**src/logic/slds_pkg.sv**
```systemverilog
// Constants shared by the six-lane deserializer with spare input multiplexing.
// Assumes a 50 MHz system clock and an APB register bus with 32-bit data.
package slds_pkg;
  localparam int SLDS_LANES = 6;
  localparam int SLDS_WORD_BITS = 10;
  localparam int SLDS_FRAME_BITS = 12;
  // Serial bit period as seen by the oversampling clock.
  localparam logic [3:0] SLDS_BIT_CYC = 4'h4;
  localparam logic [3:0] SLDS_HALF_BIT_CYC = 4'h2;
  // A missed embedded clock edge is declared after this many idle cycles.
  localparam logic [3:0] SLDS_EDGE_WAIT_CYC = 4'hC;
  localparam logic [3:0] SLDS_START_IDX = 4'h0;
  localparam logic [3:0] SLDS_MID_IDX = 4'h6;
  localparam logic [3:0] SLDS_STOP_IDX = 4'hB;
  localparam logic [6:0] SLDS_LOCK_WORDS = 7'h50;
  localparam logic [1:0] SLDS_MISS_LIMIT = 2'h2;
  // The reference clock counts as stopped after this many cycles with no edge.
  localparam logic [4:0] SLDS_REF_LOSS_CYC = 5'h10;
  localparam logic [2:0] SLDS_CODE_MON_OFF = 3'h6;
  localparam logic [2:0] SLDS_CODE_SPARE_MON = 3'h7;
  localparam logic [2:0] SLDS_CODE_RESET = 3'h7;
  // Register byte offsets.
  localparam logic [11:0] SLDS_STATUS_OFS = 12'h000;
  localparam logic [11:0] SLDS_MASK_OFS = 12'h004;
  localparam logic [11:0] SLDS_STATE_OFS = 12'h008;
  // Status and mask layout: lock gained in [5:0], lock lost in [13:8].
  localparam int SLDS_GAIN_POS = 0;
  localparam int SLDS_LOSS_POS = 8;
  // State register layout.
  localparam int SLDS_ST_LOCK_POS = 0;
  localparam int SLDS_ST_CODE_POS = 8;
  localparam int SLDS_ST_PWR_POS = 12;
  localparam int SLDS_ST_OE_POS = 13;
  localparam int SLDS_ST_REF_POS = 14;
  localparam logic [31:0] SLDS_MASK_RESET = 32'h00000000;
  localparam logic [31:0] SLDS_EVENT_BITS = 32'h00003F3F;
  // Synchroniser vector layout.
  localparam int SLDS_SY_SPARE = 6;
  localparam int SLDS_SY_PWR = 7;
  localparam int SLDS_SY_OE = 8;
  localparam int SLDS_SY_RISE = 9;
  localparam int SLDS_SY_REF = 10;
  localparam int SLDS_SY_CODE = 11;
  localparam int SLDS_SY_W = 14;
  typedef enum logic [0:0] {SLDS_HUNT, SLDS_FRAME} slds_state_t;
endpackage : slds_pkg

```
**src/logic/slds_deser.sv**
```systemverilog
// Six embedded-clock 1:10 deserializer lanes, a spare serial input that can
// replace any lane, a raw monitor output and an APB status/interrupt block.
// Assumes serial inputs are oversampled by sys_clk_i at SLDS_BIT_CYC per bit.
module slds_deser
  import slds_pkg::*;
(
  input wire logic sys_clk_i,
  input wire logic rst_i,
  input wire logic psel_i,
  input wire logic penable_i,
  input wire logic pwrite_i,
  input wire logic [11:0] paddr_i,
  input wire logic [31:0] pwdata_i,
  output logic [31:0] prdata_o,
  output logic pready_o,
  output logic pslverr_o,
  output logic irq_o,
  input wire logic [5:0] lane_serial_i,
  input wire logic spare_serial_in_i,
  input wire logic local_reference_clock_i,
  input wire logic power_down_n_i,
  input wire logic output_enable_i,
  input wire logic strobe_rising_i,
  input wire logic [2:0] spare_code_i,
  output logic [59:0] lane_data_o,
  output logic [5:0] lane_data_oe_o,
  output logic [5:0] recovered_clk_o,
  output logic [5:0] recovered_clk_oe_o,
  output logic [5:0] lock_n_o,
  output logic [5:0] lock_n_oe_o,
  output logic raw_monitor_out_o,
  output logic raw_monitor_out_oe_o
);

  logic [SLDS_SY_W-1:0] sync1_reg;
  logic [SLDS_SY_W-1:0] sync2_reg;
  logic [5:0] lane_prev_reg;
  logic ref_prev_reg;
  logic [4:0] ref_gap_reg;
  logic ref_alive;
  logic pwr_ok;
  logic out_en;
  logic rise_sel;
  logic [2:0] code;
  logic [2:0] code_prev_reg;
  logic [5:0] restart;
  logic [5:0] lane_in;
  logic [5:0] lane_rise;
  slds_state_t st_reg [SLDS_LANES];
  logic [3:0] ph_reg [SLDS_LANES];
  logic [3:0] bit_reg [SLDS_LANES];
  logic [3:0] wait_reg [SLDS_LANES];
  logic [6:0] good_reg [SLDS_LANES];
  logic [1:0] miss_reg [SLDS_LANES];
  logic [9:0] shift_reg [SLDS_LANES];
  logic [5:0] start_ok_reg;
  logic [5:0] locked_reg;
  logic [5:0] locked_prev_reg;
  logic [5:0] rclk_reg;
  logic [59:0] data_reg;
  logic [31:0] status_reg;
  logic [31:0] mask_reg;
  logic [31:0] events;
  logic apb_access;
  logic addr_ok;
  logic [31:0] state_word;

  // True when the spare code routes the spare input onto the given lane.
  function automatic logic lane_hit(input logic [2:0] c, input int lane);
    lane_hit = (c == lane[2:0]);
  endfunction : lane_hit

  // Every pin apart from the APB bus and reset arrives from outside this clock's domain.
  always_ff @(posedge sys_clk_i or posedge rst_i) begin
    if (rst_i) begin
      sync1_reg <= '0;
      sync2_reg <= '0;
    end else begin
      sync1_reg <= {spare_code_i, local_reference_clock_i, strobe_rising_i,
                    output_enable_i, power_down_n_i, spare_serial_in_i, lane_serial_i};
      sync2_reg <= sync1_reg;
    end
  end

  assign pwr_ok = sync2_reg[SLDS_SY_PWR];
  assign out_en = sync2_reg[SLDS_SY_OE];
  assign rise_sel = sync2_reg[SLDS_SY_RISE];
  assign code = sync2_reg[SLDS_SY_CODE +: 3];

  // Lanes only train while the reference clock is seen toggling.
  always_ff @(posedge sys_clk_i or posedge rst_i) begin
    if (rst_i) begin
      ref_prev_reg <= 1'b0;
      ref_gap_reg <= SLDS_REF_LOSS_CYC;
    end else begin
      ref_prev_reg <= sync2_reg[SLDS_SY_REF];
      if (ref_prev_reg != sync2_reg[SLDS_SY_REF]) begin
        ref_gap_reg <= '0;
      end else if (ref_gap_reg != SLDS_REF_LOSS_CYC) begin
        ref_gap_reg <= ref_gap_reg + 5'h01;
      end
    end
  end

  assign ref_alive = (ref_gap_reg != SLDS_REF_LOSS_CYC);

  always_ff @(posedge sys_clk_i or posedge rst_i) begin
    if (rst_i) begin
      code_prev_reg <= SLDS_CODE_RESET;
    end else begin
      code_prev_reg <= code;
    end
  end

  always_comb begin
    for (int i = 0; i < SLDS_LANES; i++) begin
      // Code 7 and 6 leave every lane on its own input.
      lane_in[i] = lane_hit(code, i) ? sync2_reg[SLDS_SY_SPARE] : sync2_reg[i];
      restart[i] = (code != code_prev_reg) &&
                   (lane_hit(code, i) || lane_hit(code_prev_reg, i));
    end
  end

  always_ff @(posedge sys_clk_i or posedge rst_i) begin
    if (rst_i) begin
      lane_prev_reg <= '0;
    end else begin
      lane_prev_reg <= lane_in;
    end
  end

  // The stop-to-start transition is the embedded clock edge.
  assign lane_rise = lane_in & ~lane_prev_reg;

  // Each lane runs its own recovery from its own counters only.
  always_ff @(posedge sys_clk_i or posedge rst_i) begin
    if (rst_i) begin
      for (int i = 0; i < SLDS_LANES; i++) begin
        st_reg[i] <= SLDS_HUNT;
        ph_reg[i] <= '0;
        bit_reg[i] <= '0;
        wait_reg[i] <= '0;
        good_reg[i] <= '0;
        miss_reg[i] <= '0;
        shift_reg[i] <= '0;
      end
      start_ok_reg <= '0;
      locked_reg <= '0;
      rclk_reg <= '0;
      data_reg <= '0;
    end else begin
      for (int i = 0; i < SLDS_LANES; i++) begin
        if (!pwr_ok || restart[i]) begin
          st_reg[i] <= SLDS_HUNT;
          wait_reg[i] <= '0;
          good_reg[i] <= '0;
          miss_reg[i] <= '0;
          locked_reg[i] <= 1'b0;
          rclk_reg[i] <= 1'b0;
        end else begin
          case (st_reg[i])
            SLDS_HUNT: begin
              if (lane_rise[i]) begin
                st_reg[i] <= SLDS_FRAME;
                ph_reg[i] <= SLDS_HALF_BIT_CYC;
                bit_reg[i] <= SLDS_START_IDX;
                wait_reg[i] <= '0;
              end else if (wait_reg[i] == SLDS_EDGE_WAIT_CYC) begin
                wait_reg[i] <= '0;
                good_reg[i] <= '0;
                if (locked_reg[i]) begin
                  if (miss_reg[i] == SLDS_MISS_LIMIT - 2'h1) begin
                    locked_reg[i] <= 1'b0;
                    rclk_reg[i] <= 1'b0;
                    miss_reg[i] <= '0;
                  end else begin
                    miss_reg[i] <= miss_reg[i] + 2'h1;
                  end
                end
              end else begin
                wait_reg[i] <= wait_reg[i] + 4'h1;
              end
            end
            SLDS_FRAME: begin
              if (ph_reg[i] != 4'h0) begin
                ph_reg[i] <= ph_reg[i] - 4'h1;
              end else begin
                ph_reg[i] <= SLDS_BIT_CYC - 4'h1;
                bit_reg[i] <= bit_reg[i] + 4'h1;
                if (bit_reg[i] == SLDS_START_IDX) begin
                  start_ok_reg[i] <= lane_in[i];
                end else if (bit_reg[i] != SLDS_STOP_IDX) begin
                  shift_reg[i][bit_reg[i] - 4'h1] <= lane_in[i];
                end
                if (bit_reg[i] == SLDS_MID_IDX && locked_reg[i]) begin
                  rclk_reg[i] <= rise_sel;
                end
                if (bit_reg[i] == SLDS_STOP_IDX) begin
                  st_reg[i] <= SLDS_HUNT;
                  wait_reg[i] <= '0;
                  if (start_ok_reg[i] && !lane_in[i] && ref_alive) begin
                    miss_reg[i] <= '0;
                    if (locked_reg[i]) begin
                      data_reg[i*10 +: 10] <= shift_reg[i];
                      rclk_reg[i] <= ~rise_sel;
                    end else if (good_reg[i] == SLDS_LOCK_WORDS - 7'h01) begin
                      // Lock and the first valid word appear together.
                      locked_reg[i] <= 1'b1;
                      data_reg[i*10 +: 10] <= shift_reg[i];
                      rclk_reg[i] <= ~rise_sel;
                    end else begin
                      good_reg[i] <= good_reg[i] + 7'h01;
                    end
                  end else begin
                    good_reg[i] <= '0;
                    if (locked_reg[i]) begin
                      if (miss_reg[i] == SLDS_MISS_LIMIT - 2'h1) begin
                        locked_reg[i] <= 1'b0;
                        rclk_reg[i] <= 1'b0;
                        miss_reg[i] <= '0;
                      end else begin
                        miss_reg[i] <= miss_reg[i] + 2'h1;
                      end
                    end
                  end
                end
              end
            end
            default: begin
              st_reg[i] <= SLDS_HUNT;
            end
          endcase
        end
      end
    end
  end

  // Pin drivers; the output enables model the high-impedance states.
  always_comb begin
    lane_data_o = data_reg;
    recovered_clk_o = rclk_reg;
    lock_n_o = ~locked_reg;
    lock_n_oe_o = {SLDS_LANES{pwr_ok}};
    for (int i = 0; i < SLDS_LANES; i++) begin
      lane_data_oe_o[i] = pwr_ok && out_en && locked_reg[i];
      recovered_clk_oe_o[i] = pwr_ok && out_en && locked_reg[i];
    end
    // The monitor passes the synchronised raw stream with no frame decoding.
    if (code == SLDS_CODE_SPARE_MON) begin
      raw_monitor_out_o = sync2_reg[SLDS_SY_SPARE];
    end else if (code == SLDS_CODE_MON_OFF) begin
      raw_monitor_out_o = 1'b0;
    end else begin
      raw_monitor_out_o = sync2_reg[code];
    end
    raw_monitor_out_oe_o = pwr_ok && out_en && (code != SLDS_CODE_MON_OFF);
  end

  // Lock transitions become sticky interrupt events.
  always_ff @(posedge sys_clk_i or posedge rst_i) begin
    if (rst_i) begin
      locked_prev_reg <= '0;
    end else begin
      locked_prev_reg <= locked_reg;
    end
  end

  always_comb begin
    events = '0;
    events[SLDS_GAIN_POS +: 6] = locked_reg & ~locked_prev_reg;
    events[SLDS_LOSS_POS +: 6] = ~locked_reg & locked_prev_reg;
  end

  assign apb_access = psel_i && penable_i;
  assign addr_ok = (paddr_i == SLDS_STATUS_OFS) || (paddr_i == SLDS_MASK_OFS) ||
                   (paddr_i == SLDS_STATE_OFS);

  // A new event in the clearing cycle survives the write-one-to-clear.
  always_ff @(posedge sys_clk_i or posedge rst_i) begin
    if (rst_i) begin
      status_reg <= '0;
    end else if (apb_access && pwrite_i && paddr_i == SLDS_STATUS_OFS) begin
      status_reg <= ((status_reg & ~pwdata_i) | events) & SLDS_EVENT_BITS;
    end else begin
      status_reg <= (status_reg | events) & SLDS_EVENT_BITS;
    end
  end

  always_ff @(posedge sys_clk_i or posedge rst_i) begin
    if (rst_i) begin
      mask_reg <= SLDS_MASK_RESET;
    end else if (apb_access && pwrite_i && paddr_i == SLDS_MASK_OFS) begin
      mask_reg <= pwdata_i & SLDS_EVENT_BITS;
    end
  end

  always_ff @(posedge sys_clk_i or posedge rst_i) begin
    if (rst_i) begin
      irq_o <= 1'b0;
    end else begin
      irq_o <= |(status_reg & mask_reg);
    end
  end

  always_comb begin
    state_word = '0;
    state_word[SLDS_ST_LOCK_POS +: 6] = locked_reg;
    state_word[SLDS_ST_CODE_POS +: 3] = code;
    state_word[SLDS_ST_PWR_POS] = pwr_ok;
    state_word[SLDS_ST_OE_POS] = out_en;
    state_word[SLDS_ST_REF_POS] = ref_alive;
  end

  // Zero-wait slave; unmapped addresses answer with an error and read zero.
  assign pready_o = 1'b1;
  assign pslverr_o = psel_i && penable_i && !addr_ok;

  always_comb begin
    case (paddr_i)
      SLDS_STATUS_OFS: prdata_o = status_reg;
      SLDS_MASK_OFS: prdata_o = mask_reg;
      SLDS_STATE_OFS: prdata_o = state_word;
      default: prdata_o = '0;
    endcase
  end

endmodule : slds_deser

```
**config.mk**
```make
export PLATFORM = sky130hd
export DESIGN_NAME = slds_deser
export DESIGN_NICKNAME = d
export VERILOG_FILES = /design/src/logic/slds_pkg.sv /design/src/logic/slds_deser.sv
export SDC_FILE = /design/constraint.sdc
export NUM_CORES = 1
export LEC_CHECK = 0
export BUFFER_PORTS_ARGS = -buffer_cell sky130_fd_sc_hd__buf_2
export CORE_MARGIN = 3
export CORE_UTILIZATION = 54
export DETAILED_ROUTE_END_ITERATION = 10
export GPL_TIMING_DRIVEN = 0
export PLACE_DENSITY = 0.83
export SLEW_MARGIN = 20
export SYNTH_ARGS = -nofsm -noshare
export SYNTH_HDL_FRONTEND = slang
export SYNTH_SLANG_ARGS = --single-unit
```
**constraint.sdc**
```tcl
create_clock -name sys_clk_i -period 11.9 [get_ports sys_clk_i]
set_input_delay 2.38 -clock sys_clk_i [delete_from_list [all_inputs] [get_ports sys_clk_i]]
set_output_delay 2.38 -clock sys_clk_i [all_outputs]
set_load 0.05 [all_outputs]
```
After elaboration in Yosys (flattened, before gate mapping) --
Cells that the tools add are included.
Operators by class: eq/ne operators 114, reduce and logical (&&, ||, !) cells 142, multiplexer cells 404, magnitude comparators 13, bitwise gates (word level) 36, $add $sub $neg 37
Operators with widths (count):
- $mux W7 | 48
- $mux W4 | 54
- $mux W1 | 177
- $pmux W4 S2 | 18
- $mux W10 | 12
- $mux W2 | 48
- $ne A3 B3 Y1 const B | 31
- $pmux W7 S2 | 6
- $ne A4 B4 Y1 const B | 18
- $reduce_and A6 Y1 | 12
- $bwmux W10 | 6
- $reduce_and A5 Y1 | 12
- $add A4 B1 Y4 const B | 12
- $eq A4 B4 Y1 const B | 12
- $reduce_and A4 Y1 | 12
- $sub A4 B1 Y4 const B | 12
- $pmux W15 S3 | 1
- $logic_and A1 B1 Y1 | 43
- $add A7 B1 Y7 const B | 6
- $eq A7 B7 Y1 const B | 6
- $pmux W1 S2 | 18
- $reduce_or A32 Y1 | 1
- $lt A4 B5 Y1 const B | 6
- $and A14 B14 Y14 | 2
- 35 further kinds | 173
Word-level totals: input port bits 63, output and inout port bits 127, bits in registers 346

Logic depth before layout (Yosys ltp) --
depth after elaboration 10, mapped depth 10, depth with buffers taken out 7

Worst setup path after synthesis --
Ideal clock, no wire load.
path kind input-to-output, from in paddr_i[3], to out prdata_o[10], stages on the path 4, required time 9.520 ns, path slack 5.220 ns, data arrival time 4.300 ns, cells stage by stage clkbuf_1 buf_1 mux2i_1 o21ai_0
On the way: cells in the longest elaborated chain, start to end 2, elaborated cells between the ends (all ways) 4, classes of those cells 2 x eq/ne; 1 x mux; 1 x reduce/logical
Ends and longest elaborated chain:
- start, declared | line slds_deser.sv:12 | input wire logic [11:0] paddr_i,
- $eq A12 B4 Y1 (tied with other cells) | line slds_deser.sv:319 | case (paddr_i)
- $pmux W15 S3 * | line slds_deser.sv:319
- end, declared | line slds_deser.sv:14 | output logic [31:0] prdata_o,
Every way passes the cells marked *; elsewhere a longest branch is shown, timed or not.

Final worst setup path --
from reg sync2_reg[7], to out raw_monitor_out_oe_o
On the way: cells in the longest elaborated chain, start to end 2
Ends and longest elaborated chain:
- start, declared | line slds_deser.sv:36 | logic [SLDS_SY_W-1:0] sync2_reg;
- start signal, assigned | line slds_deser.sv:81 | sync2_reg <= sync1_reg;
- $logic_and A1 B1 Y1 (2 in a row) | line slds_deser.sv:256 | raw_monitor_out_oe_o = pwr_ok && out_en && (code != SLDS_CODE_MON_OFF);
- end, declared | line slds_deser.sv:32 | output logic raw_monitor_out_oe_o
No other way between the ends.

==> summary.md <==
| Metric | Value |
|---|---|
| Placer Congestion | 0.9274 |
| Vias in the first global route | 14700 |
| Placed cell count | around 2400 |
| CTS buffer count | 37 |
| Crit path required time | 9.52 ns |
| Ys Warns | 0 |
| CTS root buffer | clkbuf_16 |
| Total negative slack | 0 ns |
| Synth Instances | 1737 |
| Cell Pwr Density | 144.9 nW/µm² |
| Fin crit period | 7.403 ns |
| Most frequent cell on the critical path | clkbuf_1 |
| Worst-path clk slew | 0.06 ns |
| Hpwl dp | 33.69 mm |
| Most instantiated cells after synthesis | dfrtp_1, mux2_2, inv_1 |
| Die height | 189.0 µm |
| Outcome | completed |
| Clk buf depth | 3 |
| Post-Synth Adder-Cell Area | 4.707% |
| CTS sink cnt | 344 |
| Die W | approximately 190 µm |
| Max Slew Vio Count | 0 |
| Pin count of the biggest net entering global routing | 38 |
| Origin of the worst setup path | sync2_reg[7]$_DFF_PP0_ |
| Largest family of logic cells by synthesized area | simple AND/OR/NAND/NOR gates |
| Initial antenna violation count | 1 |
| Worst-skew pair later-pin latency | about 0.52 ns |
| Final Skew | 0.01744 ns |
| Number of buffers inserted by post-CTS setup repair | 0 |
| Critical path's top delay family | buffers and inverters |
| Total power | between 3 and 4 mW |
| Synth Area in Simple Gates | between 10% and 20% |
| Area Overhead vs Synth | 16.47% |
| Syn Area/Cell | 10.41 µm² |
| Max cap viols | 0 |
| Setup crit end kind | primary output |
| Cell taking the most area after synthesis | dfrtp_1 |
| Ys async rst share | 100.0% |
| Upper clock frequency limit | roughly 140 MHz |
| Layout cells sized above 1 | 20.96% |
| TritonCTS clock tree | built |
| Seq cells post-synth | 344 |
| Fin. Hold Viols | 0 |
| Seq/Total Area, Yosys | 47.65% |
| HP Start | sync1_reg[10]$_DFF_PP0_ |
| Max incr delay on CP | 0.80 ns |
| Pleak | 9.731 nW |
| Worst Tran Pin Value | between 1 and 1.5 ns |
| # IOs | 190 |
| Number of enable flip-flop cells after synthesis | 0 |
| Post-CTS Hold Buffers | 0 |
| Top-count cell post-synth | dfrtp_1 |
| Startpoint Class | flop |
| Final setup violation count | 0 |
| Vias per std cell | 6.206 |
| Htree depth | 2 |
| DRT Wirelength | 47.23 mm |
| Buf/Inv on CP | 4 |
| Final Util | approximately 64% |
| Most used flip-flop cell after synthesis | dfrtp_1 |
| Worst Hold Class | reg -> reg |
| Syn Std Cell Area | 18080 µm² |
| Die area | 35710 µm² |
| DR pass1 iterations | 6 |
| Unrepaired setup endpoints after global routing | false |
| Tcrit/Tclk final | 62.21% |
| Critical path cell sequence | clkbuf_1, buf_1, clkbuf_1, nand2_1, a31oi_1, buf_2 |
| Launching point of the worst reg2reg path | sync2_reg[7]$_DFF_PP0_ |
| Rows | 66 |
| XOR/XNOR Fraction of Synth Area | under 10% |
| Slowest CP cell | clkbuf_1 |
| Core area | 32780 µm² |
| Nets | roughly 2100 |
| Grt total ovfl | 0 |
| Leading post-synthesis cells by cell area | dfrtp_1, mux2_2, ha_1 |
| Post-synth cell types | a little over 80 |
| Area share of the largest cell type after synthesis | between 40% and 50% |
| Initial Util | between 50 and 60% |
| WL per Instance | 19.49 µm |
| Multiplexer share of the synthesized area | 9.635% |
| Port bufs | 148 |
| Rel. slew slack | 22.88% |
| DR DRC count | 0 |
| Overall Global Routing Usage | 25.92% |
| First-pass GRT wire length | 76.27 mm |
| Kind of critical path | reg -> out |
| Post-Layout Cell Count | 2423 |
| Vias | 15040 |
| Post-cts repair resize count | 0 |
| Worst-path fanout max | 11 |
| Compound-gate portion of the synthesized area | 14.60% |
| VDD IR-drop max | 0.1319 mV |
| Post-route ant nets | 0 |
| First DRT Iteration DRCs | 1452 |
| Worst path arrival time | 5.02 ns |
routing by layer:
| metal | up-vias | routed length [µm] | track usage (%) |
|---|---|---|---|
| met4 | 0 | 1829 | 9.567 |
| met5 | - | 0 | 0 |
| met2 | 738 | 21850 | 41.71 |
| li1 | 6788 | - | - |
| met3 | 142 | 4242 | 5.629 |
| met1 | 7369 | 19310 | 34.76 |
cells in the final DEF, fill, tap and decap left out, types with 11 or more instances in the layout:
cell	n
nand3b_1	14
a31oi_1	34
mux2i_1	39
xnor2_1	17
a22oi_1	11
o2bb2ai_1	17
mux2_2	114
nand4_1	44
o22ai_1	28
a21oi_1	42
inv_1	109
o21ai_0	83
o31ai_1	23
nand2b_1	29
a22o_1	19
nand4b_1	11
buf_2	155
xor2_1	20
nor2b_1	14
o2111ai_1	12
nand3_1	77
ha_1	68
clkbuf_16	37
nor2_1	87
dfrtp_1	340
buf_4	33
conb_1	20
o211ai_1	14
nor3_1	34
buf_12	11
and3_1	14
nand2_1	105
nor3b_1	19
clkbuf_1	61
nor4_1	18
final cells by class:
class / count / area [µm²]
Tap cell: 442 / 553.0
Clock inverter: 23 / 385.4
Inverter: 114 / 431.7
Antenna cell: 1 / 2.502
Timing Repair Buffer: 159 / 960.9
Sequential cell: 344 / 8613
Clock buffer: 43 / 978.4
Fill cell: 2517 / 11730
Buffer: 101 / 513.0
Multi-Input combinational cell: 1196 / 8617
where the power goes:
part           internal, mW  switching (mW)  total (mW)
clock network         0.809           0.477        1.29
logic                 0.163           0.286       0.449
registers              1.24          0.0795        1.32
total                  2.21           0.842        3.05
stage by stage:
step	setup WS (ns)	hold slack, ns	cell area [µm²]
floorplan	4.921	0.3312	18150
global placement	3.100	0.3318	19440
detailed placement	4.646	0.3347	19670
CTS	4.638	0.3480	21030
global route	4.299	0.3527	21060
finish	4.497	0.3467	21060
worst reg2reg max path: stages, from the launching register on:
cell and delay [ns]:
dfrtp_1 0.53, inv_1 0.41, clkbuf_1 0.88, clkbuf_1 0.78
nor2_1 0.43, and3_1 0.38, or2_2 0.30
cell families (layout without fill, tap and decap cells):
logic type | after synthesis | after routing
compound gates | 378 | 378
other cells | 2 | 21
flops | 344 | 344
xor+xnor | 37 | 37
fa+ha+maj | 68 | 68
buf+inv | 215 | 440
simple gates | 537 | 537
mux | 156 | 156
worst paths after layout:
| path | endpoint | depth (start not counted) | slack, ns |
|---|---|---|---|
| max in group asynchronous | shift_reg[2]$_DFFE_PP0P_ | 6 | 9.00 |
| min in group asynchronous | lane_data_o[29]$_DFFE_PP0P_ | 2 | 1.76 |
| max | raw_monitor_out_oe_o | 6 | 4.50 |
| min | sync2_reg[10]$_DFF_PP0_ | 0 | 0.35 |
| min reg2reg | sync2_reg[10]$_DFF_PP0_ | 0 | 0.35 |
| max reg2reg | st_reg[2]$_DFF_PP0_ | 6 | 8.07 |
Power figures use the tool's default switching activity.
